<file path="config.mk">
export PLATFORM = sky130hd
export DESIGN_NAME = arwc_result_regs
export DESIGN_NICKNAME = d
export VERILOG_FILES = /design/src/shared/arwc_pkg.sv /design/src/shared/arwc_cmp_if.sv /design/src/verilog/arwc_window_cmp.sv /design/src/verilog/arwc_duty_clock.sv /design/src/verilog/arwc_result_regs.sv
export SDC_FILE = /design/constraint.sdc
export NUM_CORES = 1
export LEC_CHECK = 0
export BUFFER_PORTS_ARGS = -buffer_cell sky130_fd_sc_hd__buf_2
export CAP_MARGIN = 0
export CORE_UTILIZATION = 34
export DETAILED_ROUTE_END_ITERATION = 10
export PLACE_DENSITY_LB_ADDON = 0.05
export SETUP_SLACK_MARGIN = 0.4
export SLEW_MARGIN = 10
export SYNTH_ARGS = -nofsm -noshare
export SYNTH_HDL_FRONTEND = slang
export SYNTH_SLANG_ARGS = --single-unit
</file>
<file path="constraint.sdc">
create_clock -name ref_clk -period 8.3 [get_ports ref_clk]
set_input_delay 0 -clock ref_clk [delete_from_list [all_inputs] [get_ports ref_clk]]
set_output_delay 0 -clock ref_clk [all_outputs]
set_load 0.01 [all_outputs]
</file>
<file path="src/shared/arwc_pkg.sv">
// package: register map, field layout, reset values and modes of the result/window block
package arwc_pkg;
    // ************************************************************
    // register offsets (byte addresses on the cpu register port)
    // ************************************************************
    localparam logic [7:0] OFS_DEBUG_CTRL   = 8'h0C;
    localparam logic [7:0] OFS_STAGING      = 8'h0D;
    localparam logic [7:0] OFS_RESULT       = 8'h10;
    localparam logic [7:0] OFS_WIN_LOW      = 8'h12;
    localparam logic [7:0] OFS_WIN_HIGH     = 8'h14;
    localparam logic [7:0] OFS_DUTY_CLOCK_DUTY_CALIBRATION   = 8'h16;
    localparam logic [7:0] OFS_FLAGS        = 8'h0B;

    // ************************************************************
    // field positions and reset values
    // ************************************************************
    localparam int         BIT_KEEP_RUNNING = 0;
    localparam int         BIT_DUTY_SELECT  = 0;
    localparam int         BIT_READY_FLAG   = 0;
    localparam int         BIT_MATCH_FLAG   = 1;
    localparam logic [7:0] RST_STAGING      = 8'h00;
    localparam logic [15:0] RST_WORD        = 16'h0000;
    localparam logic [7:0] RST_DEBUG_CTRL   = 8'h00;
    localparam logic [7:0] RST_DUTY_CLOCK_DUTY_CALIBRATION   = 8'h01;

    // ************************************************************
    // converter format
    // ************************************************************
    localparam int          RAW_WIDTH       = 10;
    localparam logic [9:0]  RAW_MAX         = 10'h3FF;
    localparam logic [9:0]  RAW_MIN         = 10'h000;
    localparam int          MAX_ACCUM       = 64;
    localparam logic [15:0] ACCUM_CEILING   = 16'hFFC0;

    // ************************************************************
    // converter clock divider: one period of four peripheral clocks
    // ************************************************************
    localparam logic [1:0]  DIV_LAST        = 2'h3;
    localparam logic [1:0]  DIV_HALF        = 2'h2;
    localparam logic [1:0]  DIV_QUARTER     = 2'h1;

    typedef enum logic [2:0] {
        ARWC_WIN_NONE    = 3'h0,
        ARWC_WIN_BELOW   = 3'h1,
        ARWC_WIN_ABOVE   = 3'h2,
        ARWC_WIN_INSIDE  = 3'h3,
        ARWC_WIN_OUTSIDE = 3'h4
    } arwc_win_mode_t;
endpackage

</file>
<file path="src/shared/arwc_cmp_if.sv">
// interface: result and thresholds handed to the window comparator
`timescale 1ns/1ps
interface arwc_cmp_if;
    logic [15:0] result;
    logic [15:0] low;
    logic [15:0] high;
    logic [2:0]  mode;
    logic        match;
    modport ctrl (output result, output low, output high, output mode, input match);
    modport cmp  (input result, input low, input high, input mode, output match);
endinterface

</file>
<file path="src/verilog/arwc_window_cmp.sv">
// window comparator: unsigned compare of a result against the low threshold, the high threshold or both, by mode
`timescale 1ns/1ps
module arwc_window_cmp (
    arwc_cmp_if.cmp bus
);
    always_comb begin
        case (bus.mode)
            arwc_pkg::ARWC_WIN_BELOW:   bus.match = bus.result < bus.low;
            arwc_pkg::ARWC_WIN_ABOVE:   bus.match = bus.result > bus.high;
            arwc_pkg::ARWC_WIN_INSIDE:  bus.match = (bus.result > bus.low) &&
                                                    (bus.result < bus.high);
            arwc_pkg::ARWC_WIN_OUTSIDE: bus.match = (bus.result < bus.low) ||
                                                    (bus.result > bus.high);
            // none and reserved codes never match
            default:                    bus.match = 1'b0;
        endcase
    end
endmodule

</file>
<file path="src/verilog/arwc_duty_clock.sv">
// converter clock generator: divide by four, 25 or 50 percent high time
`timescale 1ns/1ps
module arwc_duty_clock (
    input  wire logic ref_clk,
    input  wire logic resetn,
    input  wire logic run,
    input  wire logic quarter_duty,
    output logic      conv_clk
);
    typedef struct packed {
        logic [1:0] phase;
        logic       clk;
    } arwc_div_t;

    arwc_div_t state;
    arwc_div_t next_state;

    always_comb begin
        next_state = state;
        if (run) begin
            next_state.phase = state.phase + 2'h1;
        end
        // high for one of four phases or for two of four
        if (quarter_duty) begin
            next_state.clk = next_state.phase < arwc_pkg::DIV_QUARTER;
        end else begin
            next_state.clk = next_state.phase < arwc_pkg::DIV_HALF;
        end
    end

    always_ff @(posedge ref_clk or negedge resetn) begin
        if (!resetn) begin
            state <= '0;
        end else begin
            state <= next_state;
        end
    end

    assign conv_clk = state.clk;
endmodule

</file>
<file path="src/verilog/arwc_result_regs.sv">
// result, staging, thresholds, duty calibration and debug run registers of the converter
`timescale 1ns/1ps
module arwc_result_regs #(
    parameter int ACCUM_MAX = arwc_pkg::MAX_ACCUM
) (
    input  wire logic       ref_clk,
    input  wire logic       resetn,
    input  wire logic [7:0] reg_addr,
    input  wire logic [7:0] reg_wdata,
    input  wire logic       reg_write,
    input  wire logic       reg_read,
    output logic [7:0]      reg_rdata,
    input  wire logic       cpu_halted,
    input  wire logic       start_event,
    input  wire logic       sample_valid,
    input  wire logic [9:0] sample_code,
    input  wire logic       sample_over,
    input  wire logic       sample_under,
    input  wire logic [6:0] accum_count,
    input  wire logic [2:0] window_mode_select,
    output logic            converter_run,
    output logic            event_accepted,
    output logic            conv_clk,
    output logic            result_ready_flag,
    output logic            window_match_flag
);
    // ************************************************************
    // state
    // ************************************************************
    typedef struct packed {
        logic [7:0]  staging;
        logic [15:0] result;
        logic [15:0] low;
        logic [15:0] high;
        logic        keep_running;
        logic        duty_select;
        logic [15:0] accum;
        logic [6:0]  taken;
        logic        ready;
        logic        match;
        logic [7:0]  rdata;
    } arwc_regs_t;

    arwc_regs_t state;
    arwc_regs_t next_state;

    arwc_cmp_if cmp ();

    logic        run;
    logic [9:0]  clamped;
    logic [15:0] sum;
    logic        last_sample;
    logic        done;
    logic [7:0]  base;
    logic        high_half;

    // word base of a 16-bit register, or 0 when the address is not one
    function automatic logic [7:0] word_base(input logic [7:0] a);
        logic [7:0] b;
        b = {a[7:1], 1'b0};
        if (b == arwc_pkg::OFS_RESULT || b == arwc_pkg::OFS_WIN_LOW ||
            b == arwc_pkg::OFS_WIN_HIGH) begin
            return b;
        end
        return 8'h00;
    endfunction

    // ************************************************************
    // conversion datapath
    // ************************************************************
    assign run = state.keep_running || !cpu_halted;

    always_comb begin
        if (sample_over) begin
            clamped = arwc_pkg::RAW_MAX;
        end else if (sample_under) begin
            clamped = arwc_pkg::RAW_MIN;
        end else begin
            clamped = sample_code;
        end
    end

    // 64 x 0x3FF fits in 16 bits, so no carry is lost
    assign sum = state.accum + {6'h00, clamped};
    assign last_sample = (state.taken + 7'h01 >= accum_count) ||
                         (state.taken + 7'h01 >= 7'(ACCUM_MAX));
    assign done = run && sample_valid && last_sample;

    assign cmp.result = sum;
    assign cmp.low    = state.low;
    assign cmp.high   = state.high;
    assign cmp.mode   = window_mode_select;

    arwc_window_cmp u_cmp (
        .bus (cmp)
    );

    arwc_duty_clock u_clk (
        .ref_clk      (ref_clk),
        .resetn       (resetn),
        .run          (run),
        .quarter_duty (state.duty_select),
        .conv_clk     (conv_clk)
    );

    assign base      = word_base(reg_addr);
    assign high_half = reg_addr[0];

    // ************************************************************
    // next state
    // ************************************************************
    always_comb begin
        next_state = state;
        // register reads: low half latches the high half in staging
        next_state.rdata = 8'h00;
        if (reg_read) begin
            if (reg_addr == arwc_pkg::OFS_STAGING) begin
                next_state.rdata = state.staging;
            end else if (reg_addr == arwc_pkg::OFS_DEBUG_CTRL) begin
                next_state.rdata = {7'h00, state.keep_running};
            end else if (reg_addr == arwc_pkg::OFS_DUTY_CLOCK_DUTY_CALIBRATION) begin
                next_state.rdata = {7'h00, state.duty_select};
            end else if (reg_addr == arwc_pkg::OFS_FLAGS) begin
                next_state.rdata = {6'h00, state.match, state.ready};
            end else if (base != 8'h00 && !high_half) begin
                if (base == arwc_pkg::OFS_RESULT) begin
                    next_state.rdata   = state.result[7:0];
                    next_state.staging = state.result[15:8];
                end else if (base == arwc_pkg::OFS_WIN_LOW) begin
                    next_state.rdata   = state.low[7:0];
                    next_state.staging = state.low[15:8];
                end else begin
                    next_state.rdata   = state.high[7:0];
                    next_state.staging = state.high[15:8];
                end
            end else if (base != 8'h00) begin
                next_state.rdata = state.staging;
            end
        end
        // register writes
        if (reg_write) begin
            if (reg_addr == arwc_pkg::OFS_STAGING) begin
                next_state.staging = reg_wdata;
            end else if (reg_addr == arwc_pkg::OFS_DEBUG_CTRL) begin
                next_state.keep_running = reg_wdata[arwc_pkg::BIT_KEEP_RUNNING];
            end else if (reg_addr == arwc_pkg::OFS_DUTY_CLOCK_DUTY_CALIBRATION) begin
                next_state.duty_select = reg_wdata[arwc_pkg::BIT_DUTY_SELECT];
            end else if (base == arwc_pkg::OFS_WIN_LOW || base == arwc_pkg::OFS_WIN_HIGH) begin
                if (!high_half) begin
                    next_state.staging = reg_wdata;
                end else if (base == arwc_pkg::OFS_WIN_LOW) begin
                    next_state.low  = {reg_wdata, state.staging};
                end else begin
                    next_state.high = {reg_wdata, state.staging};
                end
            end
        end
        // flag clears: write one or read result; a same-cycle set wins below
        if (reg_write && reg_addr == arwc_pkg::OFS_FLAGS) begin
            if (reg_wdata[arwc_pkg::BIT_READY_FLAG]) begin
                next_state.ready = 1'b0;
            end
            if (reg_wdata[arwc_pkg::BIT_MATCH_FLAG]) begin
                next_state.match = 1'b0;
            end
        end
        if (reg_read && base == arwc_pkg::OFS_RESULT) begin
            next_state.ready = 1'b0;
            next_state.match = 1'b0;
        end
        // samples are ignored while halted in debug, unless keep running is set
        if (run && sample_valid) begin
            if (last_sample) begin
                next_state.result = sum;
                next_state.accum  = arwc_pkg::RST_WORD;
                next_state.taken  = 7'h00;
                next_state.ready  = 1'b1;
                if (cmp.match) begin
                    next_state.match = 1'b1;
                end
            end else begin
                next_state.accum = sum;
                next_state.taken = state.taken + 7'h01;
            end
        end
    end

    always_ff @(posedge ref_clk or negedge resetn) begin
        if (!resetn) begin
            state              <= '0;
            state.staging      <= arwc_pkg::RST_STAGING;
            state.result       <= arwc_pkg::RST_WORD;
            state.low          <= arwc_pkg::RST_WORD;
            state.high         <= arwc_pkg::RST_WORD;
            state.keep_running <= arwc_pkg::RST_DEBUG_CTRL[0];
            state.duty_select  <= arwc_pkg::RST_DUTY_CLOCK_DUTY_CALIBRATION[0];
        end else begin
            state <= next_state;
        end
    end

    assign reg_rdata         = state.rdata;
    assign converter_run     = run;
    assign event_accepted    = run && start_event;
    assign result_ready_flag = state.ready;
    assign window_match_flag = state.match;
endmodule

</file>
**Yosys cells after proc, flatten, opt, wreduce, memory -nomap -nowiden**

Index checks and enable logic that the tools add are counted.

- Logic and storage cells: 101
- Latch bits: 0
- Memories kept: 0
- Bits in writable memories: 0
- Bits of input ports: 45
- Bits in read-only memories: 0
- Bits in registers: 94
- Output and inout port bits: 13

- Bitwise operators: 4
- Divide/modulo/power cells: 0
- Shifts and indexed selects: 0
- Add/sub/neg operators: 3
- Eq/ne operators: 14
- $mul: 0
- $lt $le $gt $ge: 8
- Muxes and demuxes: 39
- Reductions and logical operators: 20

Operators with widths:

| kind | count |
|---|---|
| $mux 8 | 25 |
| $eq 8x5->1 const B | 4 |
| $gt 16x16->1 | 2 |
| $lt 16x16->1 | 2 |
| $eq 8x4->1 const B | 3 |
| $mux 23 | 1 |
| $eq 7x4->1 const B | 3 |
| $mux 10 | 2 |
| $add 16x10->16 | 1 |
| $reduce_and 7->1 | 2 |
| $mux 2 | 5 |
| $reduce_bool 8->1 | 1 |
| $add 7x1->7 const B | 1 |
| $ge 7x7->1 | 1 |
| $ge 7x7->1 const B | 1 |
| $eq 3x2->1 const B | 2 |
| $logic_and 1x1->1 | 6 |
| $logic_or 1x1->1 | 6 |
| $mux 1 | 5 |
| $not 1->1 | 4 |
| $pmux 1 s4 | 1 |
| $reduce_and 4->1 | 1 |
| $eq 3x1->1 const B | 1 |
| $eq 3x3->1 const B | 1 |
| 6 further kinds | 7 |

**Depth between registers and ports, before layout**

- Depth in word-level cells: 20
- Depth in mapped cells: 18
- Mapped depth without buffers: 18

**Modules after synthesis**

A second synthesis with hierarchy kept.

- Cells, all modules: 613
- Area, all modules: 6,065.8 µm²

Modules (own cells, without submodules):

| module | sequential area each (µm²) | times used | cells an instance | area an instance (µm²) |
|---|---|---|---|---|
| arwc_result_regs | 2,278.4 | 1 | 487 | 5,082.4 |
| arwc_window_cmp | 0.0 | 1 | 118 | 865.8 |
| arwc_duty_clock | 75.1 | 1 | 8 | 117.6 |

**Worst setup path before layout**

OpenSTA, ideal clock, no wires.

- Kind: input -> register
- From: input sample_over
- To: register state, in the netlist window_match_flag
- Arrival time: 3.459 ns
- Cell stages on the path: 18
- Path slack: 4.708 ns
- Data required time: 8.167 ns
- Library setup time: 0.133 ns
- Path buffers: 1
- Cells stage by stage: clkbuf_1 > a21o_1 > ha_1 > inv_1 > fa_1 > nor2b_1 > o2111ai_1 > nand4b_1 > a41oi_2 > or3_1 > nand2_1 > ha_1 > a21oi_1 > nand2_1 > a221o_1 > o311a_1 > a32oi_1 > o211ai_1

RTL lines:

| what | RTL line | text |
|---|---|---|
| from (decl) | arwc_result_regs.sv:17 | `input wire logic sample_over,` |
| to (signal assigned) | arwc_result_regs.sv:198 | `state <= next_state;` |
| to (decl) | arwc_result_regs.sv:44 | `arwc_regs_t state;` |

==> summary.md <==
| Metric | Value |
|---|---|
| DRC viols | 0 |
| CP startpoint kind | register |
| WL final | 16.8 mm |
| Crit-path most repeated cell | ha_1 |
| RSZ-0062 raised after global routing | false |
| Worst Path Buf+Inv | 1 |
| # IOs | a little under 60 |
| First-pass GRT wire length | 26.7 mm |
| CTS tree | done |
| Global Route met2 Usage | roughly 31% |
| Hold_ws | roughly 0.038 ns |
| Slew Viols, Final | 0 |
| Final WS setup | 4.23 ns |
| Largest net degree at the start of global routing | 67 |
| Syn Inst Count | 644 |
| Final Net Count | about 790 |
| Gr ovfl total | 0 |
| Iteration-0 DRC Markers | 251 |
| Compound-Gate Fraction of Synth Area | around 17% |
| Clk sink count | 94 |
| Min Tclk post-route | about 4.1 ns |
| Grt peak-use layer | met2 |
| Critical R2R Capture | window_match_flag |
| Vias post-DR | 4791 |
| Worst Hold Path EP | result_ready_flag |
| Mux contribution to synthesized area | ~12% |
| Worst path arrival time | about 4.3 ns |
| Worst r2r src | state[17] |
| Port Buf Inserts | 57 |
| CP max stage cell | fa_1 |
| Dpl ws | 4.19 ns |
| Crit Path Max Fanout | 9 |
| TritonCTS Buffers | 9 |
| Hold buffer count at CTS | 11 |
| Worst hold path startpoint | reg_write |
| Worst Clk Skew | between 0.006 and 0.007 ns |
| Most instantiated cells after synthesis | dfrtp_1, nand2_1, ha_1 |
| Area grow syn2layout | 14.0% |
| Post-synth EDFFs | 0 |
| Clock Tree Buf Depth | 2 |
| Die height | 136 um |
| Worst path required time | about 8.6 ns |
| Largest family of logic cells by synthesized area | compound AO/OA/AOI/OAI gates |
| Post-CTS setup buffers | 0 |
| Avg WL per Cell | 18.2 um |
| Initial antenna violation count | 0 |
| Endpoints failing setup | 0 |
| PwrDens | around 280 nW/um2 |
| Layout Cells excl Fill | approximately 900 |
| R2R setup slack | approximately 4.2 ns |
| Max Cap Violations | 0 |
| R2R depth | 16 |
| Mean area per synthesized cell | 9.51 um2 |
| Xor/xnor cell area share of the yosys netlist | about 2.3% |
| Hold path depth | 4 |
| Period utilization | between 40% and 50% |
| DRT Pass-1 Iters | 4 |
| Die Area | 18600 um2 |
| Syn Nets | around 740 |
| Fin area | 6980 um2 |
| Yosys reg bits | between 90 and 100 |
| CP max stage delay | roughly 0.40 ns |
| Via density | just over 5 |
| HPWL after DPL | about 13 mm |
| Total negative setup slack | 0 ns |
| ANT nets after route | 0 |
| Core area | between 15000 and 20000 um2 |
| Cells after DPL | about 900 |
| CP Capture Type | register |
| Synth Warn # | 0 |
| Fraction of layout cells with a size suffix above 1 | approximately a fifth |
| Count of final hold-check violations | 0 |
| Top cells by area, synth | dfrtp_1, ha_1, mux2_2 |
| Gr usage total | roughly a fifth |
| Clock latency on the worst-skew pair | about 0.35 ns |
| Post-CTS sizing | 0 |
| Final Core Density | about two fifths |
| Fmax | 0.246 GHz |
| Vias in the first global route | ~4700 |
| Synth top area share | a little under two fifths |
| Worst-path cell chain | ha_1, inv_1, fa_1, nor2b_1, o2111ai_1, nand4b_1, a41oi_2, o21ai_0, nand2_1, ha_1, nand4_1, nor4_1, a21boi_0, o311a_1, a32oi_1, o211ai_1 |
| Area after DPL | ~6600 um2 |
| Post-synthesis sequential area ratio | 38.4% |
| Area leader, netlist | dfrtp_1 |
| Clk root buf | clkbuf_16 |
| CP delay by family, top | compound AO/OA/AOI/OAI gates |
| FFs w/ async S/R, synth | between 90% and 100% |
| Count leader, synth | dfrtp_1 |
| Design Power | around 1.9 mW |
| Pleak | approximately 3.4 nW |
| Site Rows | 48 |
| Width of the die | between 100 and 150 um |
| Initial Util | 35.2% |
| Crit path kind | reg2reg |
| Max rail drop VDD | about 0.11 mV |
| Slew at the pin closest to its max-slew limit | about 1.1 ns |
| GR Util met1 | a little over a quarter |
| Synth Area in Adders | 10.7% |
| Hold crit path type | in2reg |
| Met3 GRT Util | under 10% |
| Post-synthesis cell area | between 6000 and 7000 um2 |
| Slew HR | 26.4% |
| Netlist cell types | 67 |
| Top FF cell, synth | dfrtp_1 |
| Post-Synth Simple-Gate Area | around 14% |
| Worst-path clk slew | around 0.070 ns |
| H-tree depth | 3 |
| Status | finished clean |
| RePlAce Congestion | between 0.8 and 0.9 |
[how the worst max path moves through the flow]
stage,startpoint,to,slack [ns],depth (start not counted)
6_report,state[17],window_match_flag,4.23,16
5_1_grt,state[17],window_match_flag,3.81,16
4_1_cts,state[17],window_match_flag,4.24,16
3_5_place_dp,sample_under,window_match_flag,4.19,19
3_3_place_gp,sample_under,window_match_flag,4.40,19
2_1_floorplan,sample_over,window_match_flag,4.71,18
[placed cells by master (no fill, tap or decap), types with 7 or more instances in the layout]
cell type and n:
mux2_2 45, a21boi_0 7, ha_1 51, or3_1 7, buf_2 56, dlygate4sd3_1 11, a21o_1 17, clkbuf_16 9
mux2i_1 10, and2_1 8, and3_1 7, nand3_1 15, nor2_1 26, a31oi_1 7, inv_1 47, buf_4 7
nand2_1 79, o211ai_1 8, a211o_1 8, nor2b_1 7, o21ai_0 40, nand4_1 8, dfrtp_1 93, xnor2_1 12
a21oi_1 36
[per-layer routing]
layer	vias to the layer above	wire length [um]	share of wire (%)
li1	2396	-	-
met1	2296	8310	49
met2	88	7780	46
met3	11	513	3.1
met4	0	203	1.2
met5	-	0	0
[report_power, final]
part | switching (mW) | internal [mW] | leakage [nW]
Sequential | 0.0890 | 0.562 | 1.17
Clock | 0.185 | 0.241 | 0.145
Combinational | 0.515 | 0.348 | 2.12
[cell families (layout without fill, tap and decap cells)]
group,Yosys count,after routing
DFF,94,94
muxes,62,62
buffers and inverters,82,137
adders and majority gates,52,52
xor gates and xnor gates,16,16
other,0,1
AOI/OAI and AO/OA,159,159
and+or+nand+nor,179,179
[flip-flops by register name, summed over array words and instances, names as in the netlist]
| name | flops |
|---|---|
| cmp.high | 16 |
| u_clk.state | 2 |
| state | 49 |
| u_clk.conv_clk | 1 |
| reg_rdata | 8 |
| window_match_flag | 1 |
| result_ready_flag | 1 |
| cmp.low | 16 |
[cell type report]
class,instances,area (um2)
fill,1773,10400
multi-input combinational,468,3420
sequential,94,2350
timing repair buffer,74,443
tap,225,282
clock buffer,10,239
inverter,48,180
clock inverter,5,60.1
antenna,1,2.50
[worst reg2reg max path, delay by kind of cell (launching register included)]
kind	cells	cell delay, ns
AO/OA/AOI/OAI	7	1.61
AND/OR/NAND/NOR	5	1.04
adder cells (fa/ha/maj)	3	0.93
flip-flops	1	0.35
buffers and inverters	1	0.07
Power figures use the tool's default switching activity.
